===== config.mk =====
export PLATFORM = sky130hd
export DESIGN_NAME = supply_monitor
export DESIGN_NICKNAME = d
export VERILOG_FILES = /design/src/supply_monitor_pkg.sv /design/src/level_sync.sv /design/src/supply_monitor.sv
export VERILOG_INCLUDE_DIRS = /design/src
export SDC_FILE = /design/constraint.sdc
export NUM_CORES = 1
export LEC_CHECK = 0
export ABC_AREA = 1
export ABC_CLOCK_PERIOD_IN_PS = 1400
export BUFFER_PORTS_ARGS = -buffer_cell sky130_fd_sc_hd__buf_4
export CAP_MARGIN = 40
export CORE_UTILIZATION = 43
export DETAILED_ROUTE_END_ITERATION = 8
export HOLD_SLACK_MARGIN = 0.1
export PLACE_DENSITY = 0.81
export RECOVER_POWER = 50
export SYNTH_ARGS = -nofsm -noshare
export SYNTH_HDL_FRONTEND = slang
export SYNTH_SLANG_ARGS = --single-unit

===== constraint.sdc =====
create_clock -name mclk -period 1.4 [get_ports mclk]
set_clock_uncertainty 0.1 [all_clocks]
set_input_delay 0.07 -clock mclk [delete_from_list [all_inputs] [get_ports mclk]]
set_output_delay 0.07 -clock mclk [all_outputs]
set_load 0.05 [all_outputs]

===== src/supply_monitor_regs.svh =====
`ifndef SUPPLY_MONITOR_REGS_SVH
`define SUPPLY_MONITOR_REGS_SVH
// Purpose: register offsets, field positions and reset values of the supply monitor
// Assumes: 32-bit APB data, one aligned word per register
// Notes: definitions only

// byte offsets
`define OFS_MON_STATUS 8'h00
`define OFS_MON_CONFIG 8'h04
`define OFS_EVT_STATUS 8'h08
`define OFS_EVT_ENABLE 8'h0c
`define OFS_EVT_CLEAR 8'h10

// supply_monitor_status fields
`define STS_FLAG_BIT 0
`define STS_RESET_BIT 1
`define STS_ACTIVE_BIT 2

// event fields
`define EVT_WIDTH 3
`define EVT_TRIP_BIT 0
`define EVT_RECOVER_BIT 1
`define EVT_RESET_BIT 2

// reset values
`define CONFIG_RESET 5'h00
`define EVT_ENABLE_RESET 3'h0
`define FLAG_RESET 1'b0

// timing: edges from a committed range write until the synced comparator answers for it
`define RANGE_SETTLE 4

`endif


===== src/supply_monitor_pkg.sv =====
// Purpose: shared types of the supply monitor
// Assumes: bit positions live in supply_monitor_regs.svh
// Notes: config struct order matches the config register, lock in bit 4
package supply_monitor_pkg;

    // write-once configuration word
    typedef struct packed {
        logic lock;
        logic monitor_stop_enable;
        logic range_select;
        logic monitor_reset_disable;
        logic monitor_power_disable;
    } cfg_s;

    // synchronised comparator indications
    typedef struct packed {
        logic below_falling;
        logic above_rising;
    } cmp_s;

    // reset request state
    typedef enum logic [0:0] {
        MON_CLEAR,
        MON_TRIPPED
    } mon_state_e;

endpackage


===== src/level_sync.sv =====
// Purpose: two-stage synchroniser for asynchronous levels
// Assumes: inputs are slow levels, not pulses
// Notes: stage one is read only by stage two
`timescale 1ns/1ps
module level_sync #(
    parameter int WIDTH = 2
) (
    // clock and reset
    input wire logic mclk,
    input wire logic rst_n,
    // levels
    input wire logic [WIDTH-1:0] async_in,
    output logic [WIDTH-1:0] sync_out
);

    logic [WIDTH-1:0] stage1_r;

    // two flops in series, reset to the idle level
    always_ff @(posedge mclk or negedge rst_n) begin
        if (!rst_n) begin
            stage1_r <= '0;
            sync_out <= '0;
        end else begin
            stage1_r <= async_in;
            sync_out <= stage1_r;
        end
    end

endmodule


===== src/supply_monitor.sv =====
// Purpose: digital control of the supply undervoltage monitor
// Assumes: comparator outputs are asynchronous levels; wait/stop come from mclk logic
// Notes: registers reached over APB, answer on the second access cycle
//
// Overview of operation
// - range select clear after reset, low range
// - high range below rising point resets at once
// - reset holds until supply above rising point
// - comparator result drives the undervoltage flag
// - out of reset enabled with resets active
// - power disable stops resets and flag updates
// - reset disable blocks every reset request
// - stop enable keeps monitor running in stop
// - trip below falling point requests system reset
// - flag read-only, set low, cleared high, held between
// - range select lives in write-once config
// - monitor raises no interrupt of its own; the code drives irq from enabled events
// - monitor stays active in wait mode
// - in stop active only when enabled for stop
//
// Chosen here: register access over APB and the address map.
`timescale 1ns/1ps
`include "supply_monitor_regs.svh"
module supply_monitor (
    // clock and reset
    input wire logic mclk,
    input wire logic rst_n,
    // apb slave
    input wire logic psel,
    input wire logic penable,
    input wire logic pwrite,
    input wire logic [7:0] paddr,
    input wire logic [31:0] pwdata,
    output logic [31:0] prdata,
    output logic pready,
    output logic pslverr,
    // analog comparator, asynchronous levels
    input wire logic below_falling,
    input wire logic above_rising,
    // low-power modes from the system
    input wire logic wait_mode,
    input wire logic stop_mode,
    // outputs
    output logic range_select,
    output logic monitor_enable,
    output logic reset_req,
    output logic undervoltage_flag,
    output logic irq
);
    import supply_monitor_pkg::*;

    supply_monitor_pkg::cfg_s cfg_r;
    supply_monitor_pkg::cmp_s cmp;
    mon_state_e state_r;
    mon_state_e state_nxt;
    logic flag_r;
    logic flag_nxt;
    logic active;
    logic resets_on;
    logic range_new;
    logic acc_done;
    logic wr_cfg;
    logic wr_en;
    logic wr_clr;
    logic [`EVT_WIDTH-1:0] evt_r;
    logic [`EVT_WIDTH-1:0] evt_en_r;
    logic [`EVT_WIDTH-1:0] evt_set;
    logic [`EVT_WIDTH-1:0] evt_clr;
    logic [31:0] rd_data;
    logic rd_err;
    logic live;
    logic [1:0] cmp_ok_r;
    logic [`RANGE_SETTLE-1:0] range_dly_r;

    // decode a word address against one register offset
    function automatic logic hit(input logic [7:0] addr, input logic [7:0] ofs);
        hit = (addr[7:2] == ofs[7:2]);
    endfunction

    // a word address that no register answers
    function automatic logic unmapped(input logic [7:0] addr);
        unmapped = !(hit(addr, `OFS_MON_STATUS) || hit(addr, `OFS_MON_CONFIG) ||
                     hit(addr, `OFS_EVT_STATUS) || hit(addr, `OFS_EVT_ENABLE) ||
                     hit(addr, `OFS_EVT_CLEAR));
    endfunction

    // comparator levels enter the clock domain through two flops
    level_sync #(
        .WIDTH(2)
    ) u_cmp_sync (
        .mclk(mclk),
        .rst_n(rst_n),
        .async_in({below_falling, above_rising}),
        .sync_out(cmp)
    );

    // ---------------- apb slave ----------------

    // pready pulses on the second access cycle; one wait state keeps prdata a flop
    always_ff @(posedge mclk or negedge rst_n) begin
        if (!rst_n) begin
            pready <= 1'b0;
        end else begin
            pready <= psel && penable && !pready;
        end
    end

    // the access completes at the edge where the master sees pready
    assign acc_done = psel && penable && pready;
    assign wr_cfg = acc_done && pwrite && hit(paddr, `OFS_MON_CONFIG);
    assign wr_en = acc_done && pwrite && hit(paddr, `OFS_EVT_ENABLE);
    assign wr_clr = acc_done && pwrite && hit(paddr, `OFS_EVT_CLEAR);

    // read multiplexer; write-only clear reads zero
    always_comb begin
        rd_data = 32'h0000_0000;
        rd_err = unmapped(paddr);
        if (hit(paddr, `OFS_MON_STATUS)) begin
            rd_data[`STS_FLAG_BIT] = flag_r;
            rd_data[`STS_RESET_BIT] = reset_req;
            rd_data[`STS_ACTIVE_BIT] = active;
        end else if (hit(paddr, `OFS_MON_CONFIG)) begin
            rd_data[4:0] = cfg_r;
        end else if (hit(paddr, `OFS_EVT_STATUS)) begin
            rd_data[`EVT_WIDTH-1:0] = evt_r;
        end else if (hit(paddr, `OFS_EVT_ENABLE)) begin
            rd_data[`EVT_WIDTH-1:0] = evt_en_r;
        end
    end

    // read data and error are captured with pready so both stand one cycle
    always_ff @(posedge mclk or negedge rst_n) begin
        if (!rst_n) begin
            prdata <= 32'h0000_0000;
            pslverr <= 1'b0;
        end else if (psel && penable && !pready) begin
            prdata <= pwrite ? 32'h0000_0000 : rd_data;
            pslverr <= rd_err;
        end else begin
            prdata <= 32'h0000_0000;
            pslverr <= 1'b0;
        end
    end

    // ---------------- configuration ----------------

    // write-once: the first write stores and locks, later writes are dropped
    always_ff @(posedge mclk or negedge rst_n) begin
        if (!rst_n) begin
            cfg_r <= `CONFIG_RESET;
        end else if (wr_cfg && !cfg_r.lock) begin
            cfg_r <= {1'b1, pwdata[3:0]};
        end
    end

    // one-cycle strobe when the high range is first selected
    assign range_new = wr_cfg && !cfg_r.lock && pwdata[2];

    // the comparator answers for the new range only after the range flop and the sync,
    // so the rising-point test waits for it instead of judging the old range
    always_ff @(posedge mclk or negedge rst_n) begin
        if (!rst_n) begin
            range_dly_r <= '0;
        end else begin
            range_dly_r <= {range_dly_r[`RANGE_SETTLE-2:0], range_new};
        end
    end

    // monitor runs unless powered down, and in stop only when allowed
    assign active = !cfg_r.monitor_power_disable &&
                    (!stop_mode || cfg_r.monitor_stop_enable);
    // wait mode does not appear here: the monitor keeps running through it
    assign resets_on = live && !cfg_r.monitor_reset_disable;

    // a woken comparator is trusted only once its enable has passed the sync depth;
    // otherwise the noise of a sleeping comparator could trip a reset on wake-up
    always_ff @(posedge mclk or negedge rst_n) begin
        if (!rst_n) begin
            cmp_ok_r <= 2'b00;
        end else begin
            cmp_ok_r <= {cmp_ok_r[0], monitor_enable};
        end
    end

    assign live = active && cmp_ok_r[1];

    // range and enable go to the analog part straight from flops
    always_ff @(posedge mclk or negedge rst_n) begin
        if (!rst_n) begin
            range_select <= 1'b0;
            monitor_enable <= 1'b1;
        end else begin
            range_select <= cfg_r.range_select;
            monitor_enable <= active;
        end
    end

    // ---------------- undervoltage flag ----------------

    // hysteresis: set below falling point, cleared above rising, held between
    always_comb begin
        flag_nxt = flag_r;
        if (live) begin
            if (cmp.below_falling) begin
                flag_nxt = 1'b1;
            end else if (cmp.above_rising) begin
                flag_nxt = 1'b0;
            end
        end
    end

    // next flag value loads both the status flag register and the pin flop
    always_ff @(posedge mclk or negedge rst_n) begin
        if (!rst_n) begin
            flag_r <= `FLAG_RESET;
            undervoltage_flag <= `FLAG_RESET;
        end else begin
            flag_r <= flag_nxt;
            undervoltage_flag <= flag_nxt;
        end
    end

    // ---------------- reset request ----------------

    // tripped state holds the request until the supply clears the rising point
    always_comb begin
        state_nxt = state_r;
        if (!resets_on) begin
            state_nxt = MON_CLEAR;
        end else begin
            case (state_r)
                MON_CLEAR: begin
                    if (cmp.below_falling) begin
                        state_nxt = MON_TRIPPED;
                    end else if (range_dly_r[`RANGE_SETTLE-1] && !cmp.above_rising) begin
                        state_nxt = MON_TRIPPED;
                    end
                end
                MON_TRIPPED: begin
                    if (cmp.above_rising && !cmp.below_falling) begin
                        state_nxt = MON_CLEAR;
                    end
                end
                default: begin
                    state_nxt = MON_CLEAR;
                end
            endcase
        end
    end

    // the request pin is a flop copy of the next state, so it follows with no lag
    always_ff @(posedge mclk or negedge rst_n) begin
        if (!rst_n) begin
            state_r <= MON_CLEAR;
            reset_req <= 1'b0;
        end else begin
            state_r <= state_nxt;
            reset_req <= (state_nxt == MON_TRIPPED);
        end
    end

    // ---------------- event summary ----------------

    // events for software only; enables reset to zero so nothing fires by default
    assign evt_set[`EVT_TRIP_BIT] = flag_nxt && !flag_r;
    assign evt_set[`EVT_RECOVER_BIT] = !flag_nxt && flag_r;
    assign evt_set[`EVT_RESET_BIT] = (state_nxt == MON_TRIPPED) && (state_r == MON_CLEAR);
    assign evt_clr = wr_clr ? pwdata[`EVT_WIDTH-1:0] : '0;

    // sticky status; a set in the clearing cycle survives
    always_ff @(posedge mclk or negedge rst_n) begin
        if (!rst_n) begin
            evt_r <= '0;
        end else begin
            evt_r <= (evt_r & ~evt_clr) | evt_set;
        end
    end

    // event enable register
    always_ff @(posedge mclk or negedge rst_n) begin
        if (!rst_n) begin
            evt_en_r <= `EVT_ENABLE_RESET;
        end else if (wr_en) begin
            evt_en_r <= pwdata[`EVT_WIDTH-1:0];
        end
    end

    // level output while any enabled event is pending
    always_ff @(posedge mclk or negedge rst_n) begin
        if (!rst_n) begin
            irq <= 1'b0;
        end else begin
            irq <= |(((evt_r & ~evt_clr) | evt_set) & evt_en_r);
        end
    end
endmodule


# [Word level (Yosys, flattened, before mapping)]
# Index checks and enable logic that the tools add are counted.
[word_totals] regBits=60 in_bits=49 out_inout_bits=39 wordCells=80
[op_classes] eq_ne=4 n_mux=18 bitwise=5 n_reduce_logical=34
[op_table] op="$logic_and A1 B1 Y1" n=17
[op_table] op="$mux W3" n=5
[op_table] op="$eq A6 B2 Y1 const B" n=2
[op_table] op="$logic_not A1 Y1" n=10
[op_table] op="$mux W5" n=2
[op_table] op="$mux W1" n=8
[op_table] op="$and A3 B3 Y3" n=2
[op_table] op="$eq A6 B1 Y1 const B" n=1
[op_table] op="$eq A6 B3 Y1 const B" n=1
[op_table] op="$logic_not A6 Y1" n=1
[op_table] op="$logic_or A1 B1 Y1" n=5
[op_table] op="$mux W2" n=2
[op_table] op="$not A3 Y3" n=1
[op_table] op="$or A3 B3 Y3" n=1
[op_table] op="$reduce_or A3 Y1" n=1
[op_table] op="$pmux W1 S2" n=1
[op_table] op="$not A1 Y1" n=1

# [Longest topological paths before layout]
[logic_depth] depth_word=10 mapped_depth=8 ltp_nobuf=8

# [By module]
# From an unflattened synthesis, not the netlist that was laid out.
[unflattened] hier_cells=156 hier_area_um2=1511.4
[modules_own_cells] module="supply_monitor" instances=1 cells_each=152 area_per_inst_um2=1411.4 seq_area_each_um2=726.9
[modules_own_cells] module="level_sync" instances=1 cells_each=4 area_per_inst_um2=100.1 seq_area_each_um2=100.1

# [Worst setup path before layout]
# No wires, ideal clock.
[synth_timing] path_kind="register to register" startpoint="register pready" endpoint="register irq" setup_time_ps=124 t_arrival_ps=1268 required_ps=1176 path_slack_ps=-92 path_stages_with_launch=8 n_path_buf=0 synth_period_minus_slack_ps=1492 cell_sequence="dfrtp_1 -> nand2_1 -> nor2_2 -> nand3_1 -> nand2_1 -> nand2_1 -> nand2_1 -> nand3_1"
[synth_between] elab_chain_cells=9
[synth_lines] item="from (decl)" line_no="supply_monitor.sv:35" rtl="output logic pready,"
[synth_lines] item="from (signal assigned)" line_no="supply_monitor.sv:104" rtl="pready <= psel && penable && !pready;"
[synth_lines] item="$logic_and A1 B1 Y1" line_no="supply_monitor.sv:109" rtl="assign acc_done = psel && penable && pready;"
[synth_lines] item="$logic_and A1 B1 Y1 (2 in series)" line_no="supply_monitor.sv:112" rtl="assign wr_clr = acc_done && pwrite && hit(paddr, `OFS_EVT_CLEAR);"
[synth_lines] item="$mux W3" line_no="supply_monitor.sv:268" rtl="assign evt_clr = wr_clr ? pwdata[`EVT_WIDTH-1:0] : '0;"
[synth_lines] item="$not A3 Y3" line_no="supply_monitor.sv:293" rtl="irq <= |(((evt_r & ~evt_clr) | evt_set) & evt_en_r);"
[synth_lines] item="$and A3 B3 Y3" line_no="supply_monitor.sv:293"
[synth_lines] item="$or A3 B3 Y3" line_no="supply_monitor.sv:293"
[synth_lines] item="$and A3 B3 Y3" line_no="supply_monitor.sv:293"
[synth_lines] item="$reduce_or A3 Y1" line_no="supply_monitor.sv:293"
[synth_lines] item="to (signal assigned)" line_no="supply_monitor.sv:293"
[synth_lines] item="to (decl)" line_no="supply_monitor.sv:48" rtl="output logic irq"
# Every way passes these cells.
# A chain may end at the register's enable or synchronous reset.

# [Worst setup path after layout]
[layout_timing] startpoint="input port paddr[2]" endpoint="register irq"
[layout_between] elab_chain_cells=8
[layout_lines] item="from (decl)" line_no="supply_monitor.sv:32" rtl="input wire logic [7:0] paddr,"
[layout_lines] item="$eq A6 B3 Y1" line_no="supply_monitor.sv:77" rtl="hit = (addr[7:2] == ofs[7:2]);"
[layout_lines] item="$logic_and A1 B1 Y1" line_no="supply_monitor.sv:112"
[layout_lines] item="$mux W3" line_no="supply_monitor.sv:268"
[layout_lines] item="$not A3 Y3" line_no="supply_monitor.sv:293"
[layout_lines] item="$and A3 B3 Y3" line_no="supply_monitor.sv:293"
[layout_lines] item="$or A3 B3 Y3" line_no="supply_monitor.sv:293"
[layout_lines] item="$and A3 B3 Y3" line_no="supply_monitor.sv:293"
[layout_lines] item="$reduce_or A3 Y1" line_no="supply_monitor.sv:293"
# Every way passes these cells.

==> run summary <==
The detail route stage leaves a number of antenna-violating nets equal to 0. The static leakage power is 1.011 nW. The run finished with clean final reports. In the synthesized netlist the dominant register cell turns out to be sky130_fd_sc_hd__dfrtp_1.

With fillers left out, the area of the finished cells amounts to 0.001958 mm2. The number of buffers inserted by post-CTS setup repair is 0. The type of element capturing the critical path is a register. TritonCTS built the clock tree. The placement-stage worst setup slack is 128.2 ps. Setup repair after global routing could not meet its margin everywhere. The final wirelength came out at 2758 um. The required time at the endpoint of the critical path came out at 1520 ps. Of the total synthesized cell area, the portion taken by XOR and XNOR cells is 0. The fmax is 742.4 MHz. The number of primary I/O pins came out at 88. The part of the Yosys area used for sequential elements came out at 0.5418. The floorplan step defined a core boundary enclosing 0.003363 mm2. The weighted congestion reported at the end of routability-driven placement came out at 0.8259. The violation count after the first detailed-route iteration came out at 35. The post-synthesis to final-layout area growth is 28.28%. The floorplan has 21 rows. For this configuration, the core starts out at a cell density of 0.4539. After synthesis, the most frequently instantiated cells are sky130_fd_sc_hd__nand2_1 (37), sky130_fd_sc_hd__dfrtp_1 (32), sky130_fd_sc_hd__buf_4 (27). Of the total synthesized cell area, the portion taken by AND, OR, NAND and NOR gates is 0.2074. For the worst-skew pair, the clock arrives at the later sink with an insertion delay of 330 ps. The number of global-route vias before repair came out at 1,032. For this run, asynchronously set or reset flops after synthesis account for 1.000. The tightest min-delay check is of the input port to register type. The synthesized netlist cell count is 166. The setup slack after layout is 52.97 ps. The post-synth design cell area is 0.001526 mm2. The longest clock path from root to sink contains 2 buffers. The final-stage net count came out at 268. The final core utilization is 0.5822. The clock-pin slew reported for the worst setup and hold paths after clock tree synthesis is 100 ps. The average size of a mapped cell is 9.196 um2. The areal power density over the cells came out at 1006 mW/mm2.

After global routing the overflow that remains totals 0. The setup total negative slack is 0 ps. The number of antenna violations at the first check in global routing came out at 0. After detailed routing, the number of vias per cell comes to 4.323.

The largest net degree at the start of global routing is 34. In the routed design, unresolved DRC markers number 0. The overall routing resource usage is 0.1628. Dividing the detail-routed wire length by the instance count gives 10.37 um.

Across the run, the number of max-cap violations was 0. The number of synthesized register bits is 33. The data arrival time of the critical path is 1460 ps.

The share of the synthesized area in the top cell type came out at 0.5246. In this run, synthesis inferred 0 flip-flops with an integrated enable. The count of endpoints failing setup in the final report is 0.

The number of clock buffers added by TritonCTS is 5. The number of sinks handled by clock tree synthesis is 33. The worst pin sits at a relative slew slack of 0.4865. The number of pins with negative max-slew slack in the final report came to 0. The final critical-path required period came out at 1347 ps.

The main combinational cell family by area after synthesis is simple AND/OR/NAND/NOR gates. The maximum vdd ir drop is 0.6510 mV. sky130_fd_sc_hd__dfrtp_1 takes more of the synthesized area than any other cell. Of the total synthesized cell area, the portion taken by full adders, half adders and majority gates is 0. By area the synthesized netlist is led by sky130_fd_sc_hd__dfrtp_1 (52%), sky130_fd_sc_hd__buf_4 (13%), sky130_fd_sc_hd__nand2_1 (9.1%), sky130_fd_sc_hd__inv_1 (4.2%), sky130_fd_sc_hd__a21oi_1 (2.3%). 0 antenna diodes ended up in the layout. The worst setup path is launched from an input port. By instance count, the leading cell after synthesis is sky130_fd_sc_hd__nand2_1.

The detailed-router iteration count before antenna repair came out at 4. The multiplexer share of the synthesized area is 0. The Yosys step of the flow raised 0 warnings. The vertical extent of the die came out at 61.58 um. The first global-routing pass estimated 4278 um of wire. By startpoint and endpoint, the worst setup path is classified as input port to register.

The CTS root buffer is sky130_fd_sc_hd__clkbuf_4. The post-placement cell area came out at 0.001705 mm2. The final hold slack is 139.2 ps. The transition at the pin with the smallest max-transition slack is 770.2 ps.

The floorplan step set the die width to 61.58 um. The area fraction in compound gates after synthesis is 0.06393. Detailed placement finished with a half-perimeter wire length of 1916 um.

The final cycle utilization of the critical path is 0.9622. The overall via count from detail_route came out at 1,150. The count of endpoints failing hold in the final timing report was 0. The fraction of layout instances using a drive strength above 1 came out at 0.2545. The number of library cell types mapped by synthesis came out at 22. Port buffering added 29 buffers. The floorplan step defined a die boundary enclosing 0.003792 mm2.

Of all nets on the critical path, the largest fanout is 4. The H-tree generated during clock tree synthesis spans 2 levels.
==> worst max-delay path, cell delays in order <==
cell and delay, ps:
sky130_fd_sc_hd__dlygate4sd3_1 550, sky130_fd_sc_hd__buf_4 160, sky130_fd_sc_hd__nor2_2 130, sky130_fd_sc_hd__nand2_2 80
sky130_fd_sc_hd__nor2_4 120, sky130_fd_sc_hd__nand3_1 80, sky130_fd_sc_hd__nand2_1 70, sky130_fd_sc_hd__nand2_1 60
sky130_fd_sc_hd__nand2_1 50, sky130_fd_sc_hd__nand3_1 70
==> flip-flops by register name, summed over array words and instances, names as in the netlist <==
register             cells
pslverr                  1
state_r                  1
pready                   1
flag_r                   1
u_cmp_sync.stage1_r      2
range_select             1
monitor_enable           1
range_dly_r              4
evt_r                    3
u_cmp_sync.sync_out      2
prdata                   5
evt_en_r                 3
cfg_r                    5
irq                      1
cmp_ok_r                 2
==> kinds of logic (layout without fill, tap and decap cells) <==
group	Yosys count	count (layout)
simple gates	65	65
other cells	1	27
flops	33	33
buf+inv	48	76
compound gates	19	19
==> layout by cell type (no fill, tap or decap), types with 2 or more instances in the layout <==
cell,n
sky130_fd_sc_hd__nand2_2,2
sky130_fd_sc_hd__inv_2,4
sky130_fd_sc_hd__nor4_1,2
sky130_fd_sc_hd__dlygate4sd3_1,17
sky130_fd_sc_hd__a21oi_1,7
sky130_fd_sc_hd__buf_4,27
sky130_fd_sc_hd__nor3_2,2
sky130_fd_sc_hd__dfrtp_1,31
sky130_fd_sc_hd__o21ai_1,7
sky130_fd_sc_hd__nand3_1,6
sky130_fd_sc_hd__clkbuf_4,7
sky130_fd_sc_hd__o21ai_0,4
sky130_fd_sc_hd__nor2_1,6
sky130_fd_sc_hd__inv_1,17
sky130_fd_sc_hd__nor2_2,4
sky130_fd_sc_hd__conb_1,27
sky130_fd_sc_hd__nand2_1,36
sky130_fd_sc_hd__clkbuf_8,2
==> layer usage <==
layer	wire length (um)	part of all wire	track usage
met1	1144	0.41	0.1819
met2	1427	0.52	0.2750
met3	136	0.049	0.06303
met4	49	0.018	0.07302
met5	0	0	0
==> through the flow <==
step	total power, mW	cells
after global routing	2.082	266
after global placement	1.361	241
final	1.971	266
after floorplan	1.328	192
after CTS	1.986	266
after detailed placement	1.365	241
==> path summary, 6_finish.rpt <==
kind | startpoint | slack [ps] | depth (start not counted) | to
max | paddr[2] | 50 | 10 | irq
min | paddr[6] | 140 | 6 | cfg_r[3]
max reg2reg | pready | 140 | 7 | irq
min reg2reg | u_cmp_sync.stage1_r[0] | 250 | 0 | u_cmp_sync.sync_out[0]
max in group asynchronous | rst_n | 420 | 2 | pready
min in group asynchronous | rst_n | 240 | 2 | cmp_ok_r[1]
==> power by group <==
group	total, mW	internal, mW	switching, mW
logic	0.383	0.0971	0.285
registers	1.00	0.983	0.0195
clock network	0.586	0.291	0.295
==> timing repair <==
item,4_1_cts,5_1_grt
hold endpoints to repair,57,0
endpoints found under the setup margin,0,3
hold buffers,17,0
resized for setup,0,4
==> layout make-up <==
cell class / count / area, um2
inverter: 21 / 78.83
clock inverter: 1 / 5.005
sequential: 33 / 828.3
clock buffer: 7 / 65.06
fill: 295 / 1405
multi-input combinational: 111 / 530.5
timing repair buffer: 47 / 392.9
tap: 46 / 57.56
(Power assumes the default switching activity.)
